==> src/ebtc_pkg.sv <==
// Constants for the eight-bit timer/counter: register map, field positions,
// reset values and instruction-cycle phase numbers.
// Assumes a 32-bit APB master on the same clock as the block.
package ebtc_pkg;
  localparam int unsigned ADDR_W = 12;
  localparam int unsigned DATA_W = 32;
  // Register indices; byte address is four times the index
  localparam logic [9:0] IDX_COUNT  = 10'h001;
  localparam logic [9:0] IDX_INTCTL = 10'h00b;
  localparam logic [9:0] IDX_OPTION = 10'h081;
  localparam logic [9:0] IDX_STATUS = 10'h040;
  localparam logic [9:0] IDX_CLEAR  = 10'h041;
  localparam logic [9:0] IDX_ENABLE = 10'h042;
  // Reset values
  localparam logic [7:0] COUNT_RST  = 8'h00;
  localparam logic [7:0] INTCTL_RST = 8'h00;
  localparam logic [7:0] OPTION_RST = 8'hff;
  // Option configuration fields
  localparam int unsigned OPT_CS_BIT   = 5;
  localparam int unsigned OPT_SE_BIT   = 4;
  localparam int unsigned OPT_PSA_BIT  = 3;
  localparam int unsigned OPT_RATE_LSB = 0;
  localparam int unsigned RATE_W       = 3;
  // Interrupt control fields
  localparam int unsigned INT_EN_BIT   = 5;
  localparam int unsigned INT_FLAG_BIT = 2;
  // Event status / clear / enable layout
  localparam int unsigned EVT_OVF_BIT  = 0;
  // Four phase clocks per instruction cycle, one pclk each
  localparam logic [1:0] PHASE_SECOND = 2'h1;
  localparam logic [1:0] PHASE_FOURTH = 2'h3;
  localparam logic [1:0] STALL_CYCLES = 2'h2;
  localparam logic [7:0] COUNT_MAX    = 8'hff;

  function automatic logic reg_hit(input logic [ADDR_W-1:0] addr, input logic [9:0] idx);
    reg_hit = (addr == {idx, 2'b00});
  endfunction
endpackage

==> src/ebtc_top.sv <==
// Eight-bit timer/counter with shared prescaler, APB register slave and
// level interrupt output.
// Assumes ext_count_input is already a digital level and asynchronous to pclk.
//
// Contract
// - Clock select zero counts one per instruction cycle without prescaler.
// - A count register write stalls counting for two instruction cycles.
// - Clock select one counts edges of the external count input.
// - Edge select zero counts rising edges, one counts falling edges.
// - Eight-bit counter; wrap from ff to 00 sets the overflow flag.
// - Overflow request is blocked while its enable is zero; flag still sets.
// - Overflow flag stays set until software clears it.
// - Counter halts during sleep, so overflow never wakes the core.
// - Prescaler output is sampled on the second and fourth phase clocks.
// - Without prescaler, the external input feeds the sampler directly.
// - Count register readable and writable; eight-bit prescaler available.
// - Prescaler assign zero routes prescaler to counter, one to watchdog.
// - Rate code 000 gives 1:2, doubling per step to 1:256.
// - Count write clears prescaler when assigned; prescaler not accessible.
`timescale 1ns/1ps

module ebtc_top
  import ebtc_pkg::*;
(
  input  wire logic                         pclk,
  input  wire logic                         presetn,
  input  wire logic                         psel,
  input  wire logic                         penable,
  input  wire logic                         pwrite,
  input  wire logic [ebtc_pkg::ADDR_W-1:0]  paddr,
  input  wire logic [ebtc_pkg::DATA_W-1:0]  pwdata,
  output logic      [ebtc_pkg::DATA_W-1:0]  prdata,
  output logic                              pready,
  output logic                              pslverr,
  input  wire logic                         sleep_mode,
  input  wire logic                         ext_count_input,
  output logic                              overflow_int_req,
  output logic                              irq
);
  import ebtc_pkg::*;

  typedef struct packed {
    logic [1:0]        phase;
    logic              pin_s1;
    logic              pin_s2;
    logic              src_prev;
    logic [7:0]        pre;
    logic              samp;
    logic [1:0]        stall;
    logic [7:0]        count;
    logic [7:0]        intctl;
    logic [7:0]        option;
    logic              status;
    logic              enable;
    logic [DATA_W-1:0] rdata;
  } ebtc_state_type;

  ebtc_state_type s_q;
  ebtc_state_type s_d;

  // ==========================================================
  // Decode and datapath terms
  logic              wr_acc;
  logic              setup;
  logic              mapped;
  logic              wr_count;
  logic              wr_intctl;
  logic              wr_clear;
  logic              cs;
  logic              bypass;
  logic              src_level;
  logic              pre_out;
  logic              sample_now;
  logic              inc;
  logic              ovf;
  logic [RATE_W-1:0] rate;

  always_comb begin
    setup     = psel && !penable;
    wr_acc    = psel && penable && pwrite;
    mapped    = reg_hit(paddr, IDX_COUNT) || reg_hit(paddr, IDX_INTCTL) ||
                reg_hit(paddr, IDX_OPTION) || reg_hit(paddr, IDX_STATUS) ||
                reg_hit(paddr, IDX_CLEAR) || reg_hit(paddr, IDX_ENABLE);
    wr_count  = wr_acc && reg_hit(paddr, IDX_COUNT);
    wr_intctl = wr_acc && reg_hit(paddr, IDX_INTCTL);
    wr_clear  = wr_acc && reg_hit(paddr, IDX_CLEAR);
    cs        = s_q.option[OPT_CS_BIT];
    bypass    = s_q.option[OPT_PSA_BIT];
    rate      = s_q.option[OPT_RATE_LSB +: RATE_W];
    // Timer source is the instruction clock, high in the last two phases
    src_level = cs ? (s_q.pin_s2 ^ s_q.option[OPT_SE_BIT]) : s_q.phase[1];
    pre_out   = bypass ? src_level : s_q.pre[rate];
    sample_now = (s_q.phase == PHASE_SECOND) || (s_q.phase == PHASE_FOURTH);
    inc       = sample_now && pre_out && !s_q.samp && (s_q.stall == 2'h0) &&
                !sleep_mode;
    ovf       = inc && (s_q.count == COUNT_MAX) && !wr_count;
  end

  // ==========================================================
  // Next state
  always_comb begin
    s_d        = s_q;
    s_d.phase  = s_q.phase + 2'h1;
    // Two-flop synchroniser; only the second stage is used
    s_d.pin_s1 = ext_count_input;
    s_d.pin_s2 = s_q.pin_s1;

    // Prescaler frozen in sleep and while lent to the watchdog
    if (!sleep_mode && !bypass) begin
      s_d.src_prev = src_level;
      if (src_level && !s_q.src_prev) begin
        s_d.pre = s_q.pre + 8'h01;
      end
    end else begin
      s_d.src_prev = src_level;
    end
    if (wr_count && !bypass) begin
      s_d.pre = 8'h00;
    end

    if (sample_now && !sleep_mode) begin
      s_d.samp = pre_out;
    end

    if (s_q.phase == PHASE_FOURTH && s_q.stall != 2'h0) begin
      s_d.stall = s_q.stall - 2'h1;
    end

    if (inc) begin
      s_d.count = s_q.count + 8'h01;
    end

    if (wr_count) begin
      s_d.count = pwdata[7:0];
      s_d.stall = STALL_CYCLES;
    end
    if (wr_acc && reg_hit(paddr, IDX_OPTION)) begin
      s_d.option = pwdata[7:0];
    end
    if (wr_intctl) begin
      s_d.intctl = pwdata[7:0];
    end
    // Overflow set beats a same-cycle software clear
    if (ovf) begin
      s_d.intctl[INT_FLAG_BIT] = 1'b1;
      s_d.status = 1'b1;
    end else if (wr_clear && pwdata[EVT_OVF_BIT]) begin
      s_d.status = 1'b0;
    end
    if (wr_acc && reg_hit(paddr, IDX_ENABLE)) begin
      s_d.enable = pwdata[EVT_OVF_BIT];
    end

    // Read data captured in setup so it is stable for the access phase
    if (setup) begin
      s_d.rdata = '0;
      if (reg_hit(paddr, IDX_COUNT)) begin
        s_d.rdata[7:0] = s_q.count;
      end
      if (reg_hit(paddr, IDX_INTCTL)) begin
        s_d.rdata[7:0] = s_q.intctl;
      end
      if (reg_hit(paddr, IDX_OPTION)) begin
        s_d.rdata[7:0] = s_q.option;
      end
      if (reg_hit(paddr, IDX_STATUS)) begin
        s_d.rdata[EVT_OVF_BIT] = s_q.status;
      end
      if (reg_hit(paddr, IDX_ENABLE)) begin
        s_d.rdata[EVT_OVF_BIT] = s_q.enable;
      end
    end
  end

  always_ff @(posedge pclk or negedge presetn) begin
    if (!presetn) begin
      s_q        <= '0;
      s_q.count  <= COUNT_RST;
      s_q.intctl <= INTCTL_RST;
      s_q.option <= OPTION_RST;
    end else begin
      s_q <= s_d;
    end
  end

  // ==========================================================
  // Outputs
  assign prdata  = s_q.rdata;
  assign pready  = 1'b1;
  assign pslverr = psel && penable && !mapped;
  // Sleep stops the counter, so only a software write to the interrupt control register can raise this request while asleep
  assign overflow_int_req = s_q.intctl[INT_FLAG_BIT] && s_q.intctl[INT_EN_BIT];
  assign irq     = s_q.status && s_q.enable;
endmodule

==> config.mk <==
export PLATFORM = sky130hd
export DESIGN_NAME = ebtc_top
export DESIGN_NICKNAME = d
export VERILOG_FILES = /design/src/ebtc_pkg.sv /design/src/ebtc_top.sv
export SDC_FILE = /design/constraint.sdc
export NUM_CORES = 1
export LEC_CHECK = 0
export ABC_AREA = 1
export BUFFER_PORTS_ARGS = -buffer_cell sky130_fd_sc_hd__buf_2
export CAP_MARGIN = 20
export CELL_PAD_IN_SITES_DETAIL_PLACEMENT = 1
export CELL_PAD_IN_SITES_GLOBAL_PLACEMENT = 1
export CORE_ASPECT_RATIO = 2
export CORE_MARGIN = 2
export CORE_UTILIZATION = 38
export DETAILED_ROUTE_END_ITERATION = 7
export PLACE_DENSITY = 0.89
export SYNTH_ARGS = -nofsm -noshare
export SYNTH_HDL_FRONTEND = slang
export SYNTH_SLANG_ARGS = --single-unit
==> constraint.sdc <==
create_clock -name pclk -period 2 [get_ports pclk]
set_input_delay 0.2 -clock pclk [delete_from_list [all_inputs] [get_ports pclk]]
set_output_delay 0.2 -clock pclk [all_outputs]
set_load 0.05 [all_outputs]
==> Yosys cells after proc, flatten, opt, wreduce, memory -nomap -nowiden <==
Cells that the tools add are included.
{ "classes": {"mul": 0, "n_bitwise": 1, "muxes": 19, "shifts": 0, "n_reduce_logical": 45, "n_addsub": 4, "div": 0, "order_cmp": 1, "eq_ne": 9} }
{ "op_table": {"columns": ["op", "count"], "rows": [
  ["2-to-1 mux 8 bit", 7],
  ["equality test 12 x 9 -> 1 bit (second input constant)", 3],
  ["logical AND 1 bit", 23],
  ["adder 8 x 1 -> 8 bit (second input constant)", 2],
  ["nonzero test 2 bit", 7],
  ["equality test 12 x 10 -> 1 bit (second input constant)", 1],
  ["equality test 12 x 3 -> 1 bit (second input constant)", 1],
  ["equality test 12 x 6 -> 1 bit (second input constant)", 1],
  ["2-to-1 mux 10 bit", 1],
  ["equality test 8 bit (second input constant)", 1],
  ["2-to-1 mux 1 bit", 8],
  ["zero test 1 bit", 7],
  ["logical OR 1 bit", 6],
  ["less-than comparator 3 x 4 -> 1 bit (second input constant)", 1],
  ["binary-select mux 1 bit (select 3 bit)", 1],
  ["2-to-1 mux 3 bit", 1],
  ["adder 2 x 1 -> 2 bit (second input constant)", 1],
  ["equality test 2 x 1 -> 1 bit (second input constant)", 1],
  ["equality test 2 bit (second input constant)", 1],
  ["zero test 2 bit", 1],
  ["2-to-1 mux 2 bit", 1],
  ["AND reduction 2 bit", 1],
  ["subtractor 2 x 1 -> 2 bit (second input constant)", 1],
  ["XOR 1 bit", 1]
]} }
{ "word_totals": {"latchBits": 0, "wordCells": 93, "mem_bits_ro": 0, "ram_bits": 0, "memories": 0, "out_inout_bits": 36, "register_bits": 50} }

==> Depth between registers and ports, before layout <==
Gate-level depths: netlist (run 1).
{ "logic_depth": {"ltp_word": 10, "mapped_depth": 10, "mapped_depth_nobuf": 10} }

==> Worst setup path before layout (run 1) <==
OpenSTA, ideal clock, no wires.
{ "synth_timing": {"kind": "input port to output port", "start": "in paddr[8] (netlist bit)", "end": "out pslverr", "stages": 6, "arrival_time_ps": 1764, "required_time_ps": 1800, "setup_slack_ps": 36, "path_cell_list": "inv_1 > nand2_2 > nor2_4 > and2_1 > buf_6 > nor3_1"} }
{ "synth_via": {"elab_chain_cells": 8} }
{ "synth_lines": {"columns": ["element", "line_no", "rtl"], "rows": [
  ["start, declared", "ebtc_top.sv:30", "input wire logic [ebtc_pkg::ADDR_W-1:0] paddr,"],
  ["equality test 12 x 3 -> 1 bit / equality test 12 x 6 -> 1 bit (equally long branches)", "ebtc_pkg.sv:36", "reg_hit = (addr == {idx, 2'b00});"],
  ["logical OR 1 bit (2 in a row)", "ebtc_top.sv:81", "mapped = reg_hit(paddr, IDX_COUNT) || reg_hit(paddr, IDX_INTCTL) ||"],
  ["logical OR 1 bit (2 in a row)", "ebtc_top.sv:82", "reg_hit(paddr, IDX_OPTION) || reg_hit(paddr, IDX_STATUS) ||"],
  ["logical OR 1 bit *", "ebtc_top.sv:83", "reg_hit(paddr, IDX_CLEAR) || reg_hit(paddr, IDX_ENABLE);"],
  ["zero test 1 bit *", "ebtc_top.sv:190", "assign pslverr = psel && penable && !mapped;"],
  ["logical AND 1 bit *", "ebtc_top.sv:190", null],
  ["end, declared", "ebtc_top.sv:34", "output logic pslverr,"]
]} }
Every way passes the cells marked *; elsewhere a longest branch is shown, timed or not.

==> Worst setup path in the final report (run 1) <==
{ "layout_timing": {"start": "reg s_q[72] (netlist bit)", "end": "reg s_q[52] (netlist bit)"} }
{ "layout_via": {"elab_chain_cells": 7} }
{ "layout_lines": {"columns": ["element", "line_no", "rtl"], "rows": [
  ["start, declared", "ebtc_top.sv:58", "ebtc_state_type s_q;"],
  ["equality test 2 x 1 -> 1 bit / equality test 2 bit (equally long branches)", "ebtc_top.sv:93", "sample_now = (s_q.phase == PHASE_SECOND) || (s_q.phase == PHASE_FOURTH);"],
  ["logical OR 1 bit *", "ebtc_top.sv:93", null],
  ["logical AND 1 bit * (4 in a row)", "ebtc_top.sv:94", "inc = sample_now && pre_out && !s_q.samp && (s_q.stall == 2'h0) &&"],
  ["nonzero test 2 bit (no source line) *", null, null]
]} }
Marks and branches as above.
A chain may end at the register's enable or synchronous reset.

==> impl_metrics.tcl, run 1 <==
set metrics [dict create \
    synth-edff-count 0 \
    crit_chain "ha_1, o21bai_1, nor3_1, nand2_2, nand2_2, nand2_1, nand2_1" \
    required_ps 2240 \
    viasPerCell 5.02 \
    slowest_stage "dfrtp_1" \
    syn_area_um2 3100 \
    max_freq_mhz 561 \
    clk_pin_slew_ps 70 \
    synthArstFlopShare_pct 100 \
    grt_pass1_vias 2853 \
    cts_hold_buf 2 \
    syn_to_final_growth_pct 10.2 \
    min_period_over_period_pct 89.2 \
    clk_path_buf_depth 2 \
    path_delay_family "simple AND/OR/NAND/NOR gates" \
    grt_first_pass_wirelength_um 13300 \
    rsz0062_at_grt "false" \
    regToRegStartpoint "s_q[72]" \
    cp-start-kind "flop" \
    ys_top_cells_by_area "dfrtp_1 34%, nand2_1 13%, buf_4 8.0%" \
    avgSynthCellArea_um2 7.79 \
    gr-total-overflow 0 \
    drive_above_1_share_pct 19.1 \
    period_needed_ps 1780 \
    initial_core_util_pct 39.0 \
    synth_area_leader_cell "dfrtp_1" \
    crit_type "flop to flop" \
    wirelength_um 7940 \
    cts-root-buf "clkbuf_16" \
    synth_top_area_share_pct 33.9 \
    cpPeakStageDelay_ps 390 \
    die_height_um 132 \
    peakVddDrop_mv 0.613 \
    finalClockSkew_ps 8.02 \
    final_max_slew_viol_count 0 \
    setup_violations 0 \
    crit_buf_inv 0 \
    grt_max_degree 51 \
    synth-warning-count 0 \
    grt_use_total_pct 19.6 \
    endpoint_kind "flop" \
    drc 0 \
    cts_tree "done" \
    min_path_type "primary input to flop" \
    rrSetupSlack_ps 220 \
    timing.rr.end "s_q[52]" \
    place_inst 521 \
    yosys_register_bits 50 \
    critPathArrivalTime_ps 2030 \
    cp.depth 7 \
    ant_nets 0 \
    rows 46 \
    hpwl_um 6340 \
    clkLatencyLatePin_ps 300 \
    cp_max_fo 9 \
    instances_no_fill 531 \
    crit_start "s_q[72]" \
    synthCells 398 \
    power_density_nw_per_um2 778 \
    io_buffers 37 \
    dieArea_um2 8940 \
    io_pins 87 \
    wire_per_inst_um 14.9 \
    antenna_cells 0 \
    cts_buffers 5 \
    p_total_mw 2.66 \
    coreArea_um2 7940 \
    cts.htree.levels 2 \
    status "complete, no violations" \
    ff_latch_area_um2 1260 \
    synth.most_common_cell "nand2_1" \
    cts_sinks 50 \
    final_hold_viol_count 0 \
    die_w_um 67.9 \
    ys.flop_type "dfrtp_1" \
    place.gp.congestion 0.881 \
    synth_common_cells "111 x nand2_1, 47 x inv_1, 46 x nand3_1" \
    post-cts-setup-buffer-count 0 \
    p_leak_nw 1.78 \
    drt_pass1_iterations 4 \
    drt_iter0_drc 94 \
    antenna_found_initial 0 \
    route.vias.total 2667 \
    synth.distinct_cells 33 \
    worstSetupEndpoint "s_q[52]" \
    ys_seq_area_share_pct 40.7 \
    nets 490 \
    cap_violations 0 \
    r2r_cells 7 \
    cts_resized 0 \
    n_fill_cell 1016 \
    fin_tns_setup_ps 0 \
    multi_input_area_um2 1450 \
]
## worst register-to-register path, delay by kind of cell (launching register included)
kind	cells	cell delay, ps
simple gates	5	990
fa+ha+maj	1	220
flops	1	390
compound gates	1	120
## stage by stage
step / setup slack (ps) / area [µm²] / hold slack [ps] / util (%)
final: 216 / 3420 / 186 / 43.0
after CTS: 191 / 3420 / 173 / 43.0
after detailed placement: 194 / 3250 / 212 / 40.9
after floorplan: 36.4 / 3190 / -95.6 / -
after global placement: 306 / 3250 / 209 / 40.9
after global routing: 71.1 / 3420 / 210 / 43.0
## final cells by class
class	instances	area share, %
clock buffer	5	3.66
multi-input combinational	284	42.4
inverter	49	5.38
timing repair buffer	44	7.47
clock inverter	3	0.623
tap	96	3.52
sequential	50	36.9
## registers in the layout (all words and copies together) (netlist names)
name	flops
bypass	1
cs	1
prdata	8
rate	3
s_d	1
s_q	36
## cell usage in the layout (no fill, tap or decap), types with 2 or more instances in the layout
| cell | n |
|---|---|
| o21ai_0 | 19 |
| buf_4 | 4 |
| nor4_1 | 2 |
| nor2_4 | 2 |
| nand4_1 | 3 |
| clkbuf_16 | 5 |
| inv_2 | 2 |
| nand2_1 | 111 |
| inv_1 | 47 |
| o211ai_1 | 7 |
| nand2_4 | 2 |
| nand2_2 | 5 |
| nor2_2 | 3 |
| xor2_1 | 8 |
| dfstp_2 | 8 |
| ha_1 | 5 |
| conb_1 | 25 |
| o21ai_2 | 5 |
| buf_2 | 37 |
| dlygate4sd3_1 | 2 |
| nand3_1 | 46 |
| nor3_1 | 7 |
| dfrtp_1 | 42 |
| xnor2_1 | 3 |
| nor2_1 | 12 |
| nand3_2 | 2 |
| o21ai_1 | 10 |
## report_power, final
part	leakage [nW]	internal (mW)	switching, mW
Sequential	0.634	1.11	0.101
Combinational	1.07	0.179	0.397
Clock	0.0698	0.464	0.402
Total	1.78	1.76	0.900
## layer usage
metal	routed length (µm)	global-route usage [%]	up-vias
li1	-	-	1287
met3	196	2.83	16
met4	230	7.89	0
met1	2630	18.5	1311
met2	4880	38.8	53
met5	0	0	-
## worst min path at each step
stage,startpoint,endpoint,slack [ps],cells past startpoint
finish,pwdata[1],rate[1],190,3
global route,pwdata[7],s_q[49],210,3
CTS,pwdata[2],rate[2],170,3
detailed placement,presetn,prdata[1],210,2
global placement,presetn,prdata[1],210,2
floorplan,presetn,prdata[0],-100,0
## kinds of logic after synthesis
kind of cell    share of synthesized area [%]
compound gates                           8.40
xor+xnor                                 3.11
fa+ha+maj                                2.02
buf+inv                                  15.3
flops                                    40.7
mux                                     0.363
other cells                             0.242
simple gates                             29.8
Power figures use the tool's default switching activity.
==> inputs of run 2 (changes only) <==
REMOVE_ABC_BUFFERS = 1   (was default)
SKIP_CTS_REPAIR_TIMING = 1   (was default)
==> impl_metrics.tcl, run 2 (synthesis gave the netlist of run 1 again) <==
set metrics [dict create \
    status "complete, no violations" \
    drt_iter0_drc 113 \
    utilization_pct 42.8 \
    hold_path_depth 1 \
    rows 46 \
    grt_first_pass_wirelength_um 13500 \
    route.vias.total 2659 \
    clkLatencyLatePin_ps 300 \
    cpPeakStageDelay_ps 400 \
    largest-register "s_q" \
    cp-start-kind "flop" \
    fin_tns_setup_ps 0 \
    io_pins 87 \
    finalClockSkew_ps 8.72 \
    min_period_over_period_pct 93.8 \
    crit_start "s_q[73]" \
    cts_buffers 5 \
    p_leak_nw 1.77 \
    period_needed_ps 1880 \
    grt_pass1_vias 2882 \
    largest_reg_flops 36 \
    dieArea_um2 8940 \
    setup_violations 0 \
    viasPerCell 5.01 \
    whs_ps 11.8 \
    critPathArrivalTime_ps 2100 \
    pre_cts_ws_ps 165 \
    worstHoldStart "ext_count_input" \
    drive_above_1_share_pct 19.1 \
    grt_max_degree 23 \
    power_density_nw_per_um2 780 \
    drt_pass1_iterations 4 \
    final_hold_viol_count 0 \
    wire_per_inst_um 15.1 \
    place.gp.congestion 0.831 \
    dr.max_layer_used "met4" \
    required_ps 2230 \
    n_fill_cell 1025 \
    wirelength_um 8000 \
    layout_commonest_cell "nand2_1" \
    crit_type "flop to flop" \
    fin_area_um2 3400 \
    antenna_found_initial 0 \
    drt-met1-wl_um 2800 \
    crit_buf_inv 1 \
    wl_met3_um 213 \
    slowest_stage "dfrtp_1" \
    hpwl_um 6380 \
    place_inst 522 \
    endpoint_kind "flop" \
    nets 490 \
    max_freq_mhz 533 \
    die_height_um 132 \
    path_delay_family "simple AND/OR/NAND/NOR gates" \
    final_cell_mix "111 x nand2_1, 47 x inv_1, 46 x nand3_1" \
    ant_nets 0 \
    cp_max_fo 9 \
    cts.htree.levels 2 \
    syn_to_final_growth_pct 9.65 \
    place_area_um2 3240 \
    gr-total-overflow 0 \
    antenna_cells 0 \
    r2r_cells 8 \
    cts_sinks 50 \
    cap_violations 0 \
    rsz0062_at_grt "false" \
    die_w_um 67.9 \
    regToRegStartpoint "s_q[73]" \
    coreArea_um2 7940 \
    clk_pin_slew_ps 70 \
    cts-root-buf "clkbuf_16" \
    worst_slack_ps 125 \
    final_max_slew_viol_count 0 \
    cp.depth 8 \
    min_path_type "primary input to flop" \
    peakVddDrop_mv 0.346 \
    instances_no_fill 531 \
    io_buffers 37 \
    p_total_mw 2.65 \
    drc 0 \
    initial_core_util_pct 39.0 \
    clk_path_buf_depth 2 \
    wl_met2_um 4770 \
    crit_chain "inv_1, ha_1, o21bai_1, nor3_1, nand2_2, nand2_2, nand2_1, nand2_1" \
    grt_use_total_pct 19.6 \
    cts_tree "done" \
]
run 2: changes by cell type in the layout (fill, tap and decap cells not counted):
cell           before  now
buf_12              1    0
buf_4               4    6
clkbuf_1            0    1
clkinv_2            1    0
clkinv_4            1    0
clkinvlp_4          1    2
dlygate4sd3_1       2    1
run 2: final timing paths:
path / end / slack [ps]
setup / recovery: s_q[52] / 120
hold / removal: s_d[70] / 10
setup reg to reg: s_q[52] / 120
hold reg to reg: s_q[70] / 350
max in group asynchronous: s_q[40] / 930
min in group asynchronous: s_q[62] / 410
run 2: layer usage:
layer / vias up / global-route usage, %
li1: 1284 / -
met1: 1294 / 19.3
met2: 66 / 38.2
met3: 15 / 2.48
met4: 0 / 8.00
met5: - / 0
run 2: layout make-up:
cell class	count	area (µm²)	share of cell area (%)
Clock buffer	6	129	3.79
Clock inverter	2	15.0	0.442
Inverter	49	184	5.41
Multi-Input combinational cell	284	1450	42.6
Sequential cell	50	1260	37.1
Tap cell	96	120	3.53
Timing Repair Buffer	44	240	7.07
run 2: where the power goes:
| part | internal, mW | switching (mW) |
|---|---|---|
| combinational | 0.175 | 0.403 |
| clock | 0.465 | 0.390 |
| sequential | 1.11 | 0.104 |
| total | 1.75 | 0.897 |
==> inputs of run 3 (changes only) <==
CORE_UTILIZATION = 30   (was 38)
PLACE_DENSITY = 0.74   (was 0.89)
==> impl_metrics.tcl, run 3 (synthesis gave the netlist of run 1 again) <==
set metrics [dict create \
    grt_max_degree 28 \
    required_ps 2230 \
    layout_commonest_cell "nand2_1" \
    multi_input_area_um2 1450 \
    slew-limit-headroom_pct 60.7 \
    regToRegStartpoint "s_q[72]" \
    cts_buffers 5 \
    final_max_slew_viol_count 0 \
    met1_usage_pct 15.3 \
    nets 490 \
    period_needed_ps 1760 \
    min_period_over_period_pct 88.0 \
    antenna_found_initial 0 \
    peakVddDrop_mv 0.357 \
    finalClockSkew_ps 2.75 \
    io_pins 87 \
    grt_pass1_vias 2813 \
    route.vias.total 2608 \
    n_fill_cell 1265 \
    clkLatencyLatePin_ps 290 \
    cpPeakStageDelay_ps 390 \
    cts_tree "done" \
    drt_pass1_iterations 4 \
    cap_violations 0 \
    setup_violations 0 \
    grt_use_total_pct 15.3 \
    power_density_nw_per_um2 825 \
    rsz0062_at_grt "false" \
    status "complete, no violations" \
    gr-total-overflow 0 \
    cp.depth 7 \
    critPathArrivalTime_ps 1990 \
    ant_nets 0 \
    drt_iter0_drc 106 \
    crit_buf_inv 0 \
    slowest_stage "dfrtp_1" \
    final_hold_viol_count 0 \
    die_w_um 75.9 \
    final_cell_mix "111 x nand2_1, 47 x inv_1, 46 x nand3_1" \
    busiest_layer "met2" \
    die_height_um 148 \
    ff_latch_area_um2 1260 \
    drive_above_1_share_pct 19.3 \
    syn_to_final_growth_pct 13.2 \
    wirelength_um 7750 \
    viasPerCell 4.58 \
    io_buffers 37 \
    worst_pin_slew_ps 589 \
    crit_start "s_q[72]" \
    cp_max_fo 9 \
    coreArea_um2 10100 \
    clk_path_buf_depth 2 \
    initial_core_util_pct 30.7 \
    r2r_cells 7 \
    hold_path_depth 1 \
    drc 0 \
    hpwl_um 6270 \
    path_delay_family "simple AND/OR/NAND/NOR gates" \
    max_freq_mhz 568 \
    worstSetupEndpoint "s_q[52]" \
    crit_type "flop to flop" \
    timing.rr.end "s_q[52]" \
    largest-register "s_q" \
    wire_per_inst_um 13.6 \
    cts.htree.levels 2 \
    p_leak_nw 1.80 \
    cts-root-buf "clkbuf_16" \
    rows 52 \
    dieArea_um2 11200 \
    cts_sinks 50 \
    grt_first_pass_wirelength_um 13200 \
    min_path_type "primary input to flop" \
    gr-usage-met3_pct 1.84 \
    largest_reg_flops 36 \
    antenna_cells 0 \
    place.gp.congestion 0.825 \
    endpoint_kind "flop" \
    fin_tns_setup_ps 0 \
    clk_pin_slew_ps 70 \
    crit_chain "ha_1, o21bai_1, nor3_1, nand2_2, nand2_2, nand2_1, nand2_1" \
    rrSetupSlack_ps 240 \
    cp-start-kind "flop" \
    grt_util_met2_pct 29.7 \
    p_total_mw 2.90 \
]
==> run 3: layer usage <==
layer  up-vias  wire [µm]  part of all wire [%]
met3        11        198                   2.6
met4         0        191                   2.5
met1      1265       2700                    35
met5         -          0                     0
met2        50       4660                    60
li1       1282          -                     -
==> run 3: stage by stage <==
stage	setup slack, ps	hold WS (ps)	std cells	util, %	area (µm²)
detailed placement	235	232	561	32.8	3310
global route	97.8	9.88	570	34.8	3510
floorplan	48.3	-95.6	383	-	2890
finish	239	10.2	570	34.8	3510
CTS	192	-81.2	569	34.7	3500
global placement	323	228	561	32.8	3310
==> run 3: worst reg2reg max path, stage by stage (launching register included) <==
cell and delay, ps:
dfrtp_1 390, ha_1 240, o21bai_1 130, nor3_1 340, nand2_2 230, nand2_2 230
nand2_1 80, nand2_1 60
==> run 3: where the power goes <==
part           leakage (nW)  internal [mW]  total (mW)  switching (mW)
registers             0.634           1.12        1.22           0.106
logic                  1.08          0.178       0.576           0.398
clock network        0.0940          0.719        1.10           0.380
total                  1.80           2.01        2.90           0.884
==> run 3: how the worst min path moves through the flow <==
stage,startpoint,endpoint
6_report,ext_count_input,s_d[70]
3_3_place_gp,presetn,s_q[63]
3_5_place_dp,presetn,s_q[63]
2_1_floorplan,presetn,prdata[0]
5_1_grt,ext_count_input,s_d[70]
4_1_cts,presetn,s_q[70]
==> run 3: cell type report <==
type / count / share of cell area [%]
multi-input cells: 284 / 41.3
flip-flops and latches: 50 / 35.9
repair buffers: 44 / 7.20
inverters: 49 / 5.24
well taps: 135 / 4.81
clock buffers: 5 / 3.57
clock inverters: 3 / 1.96
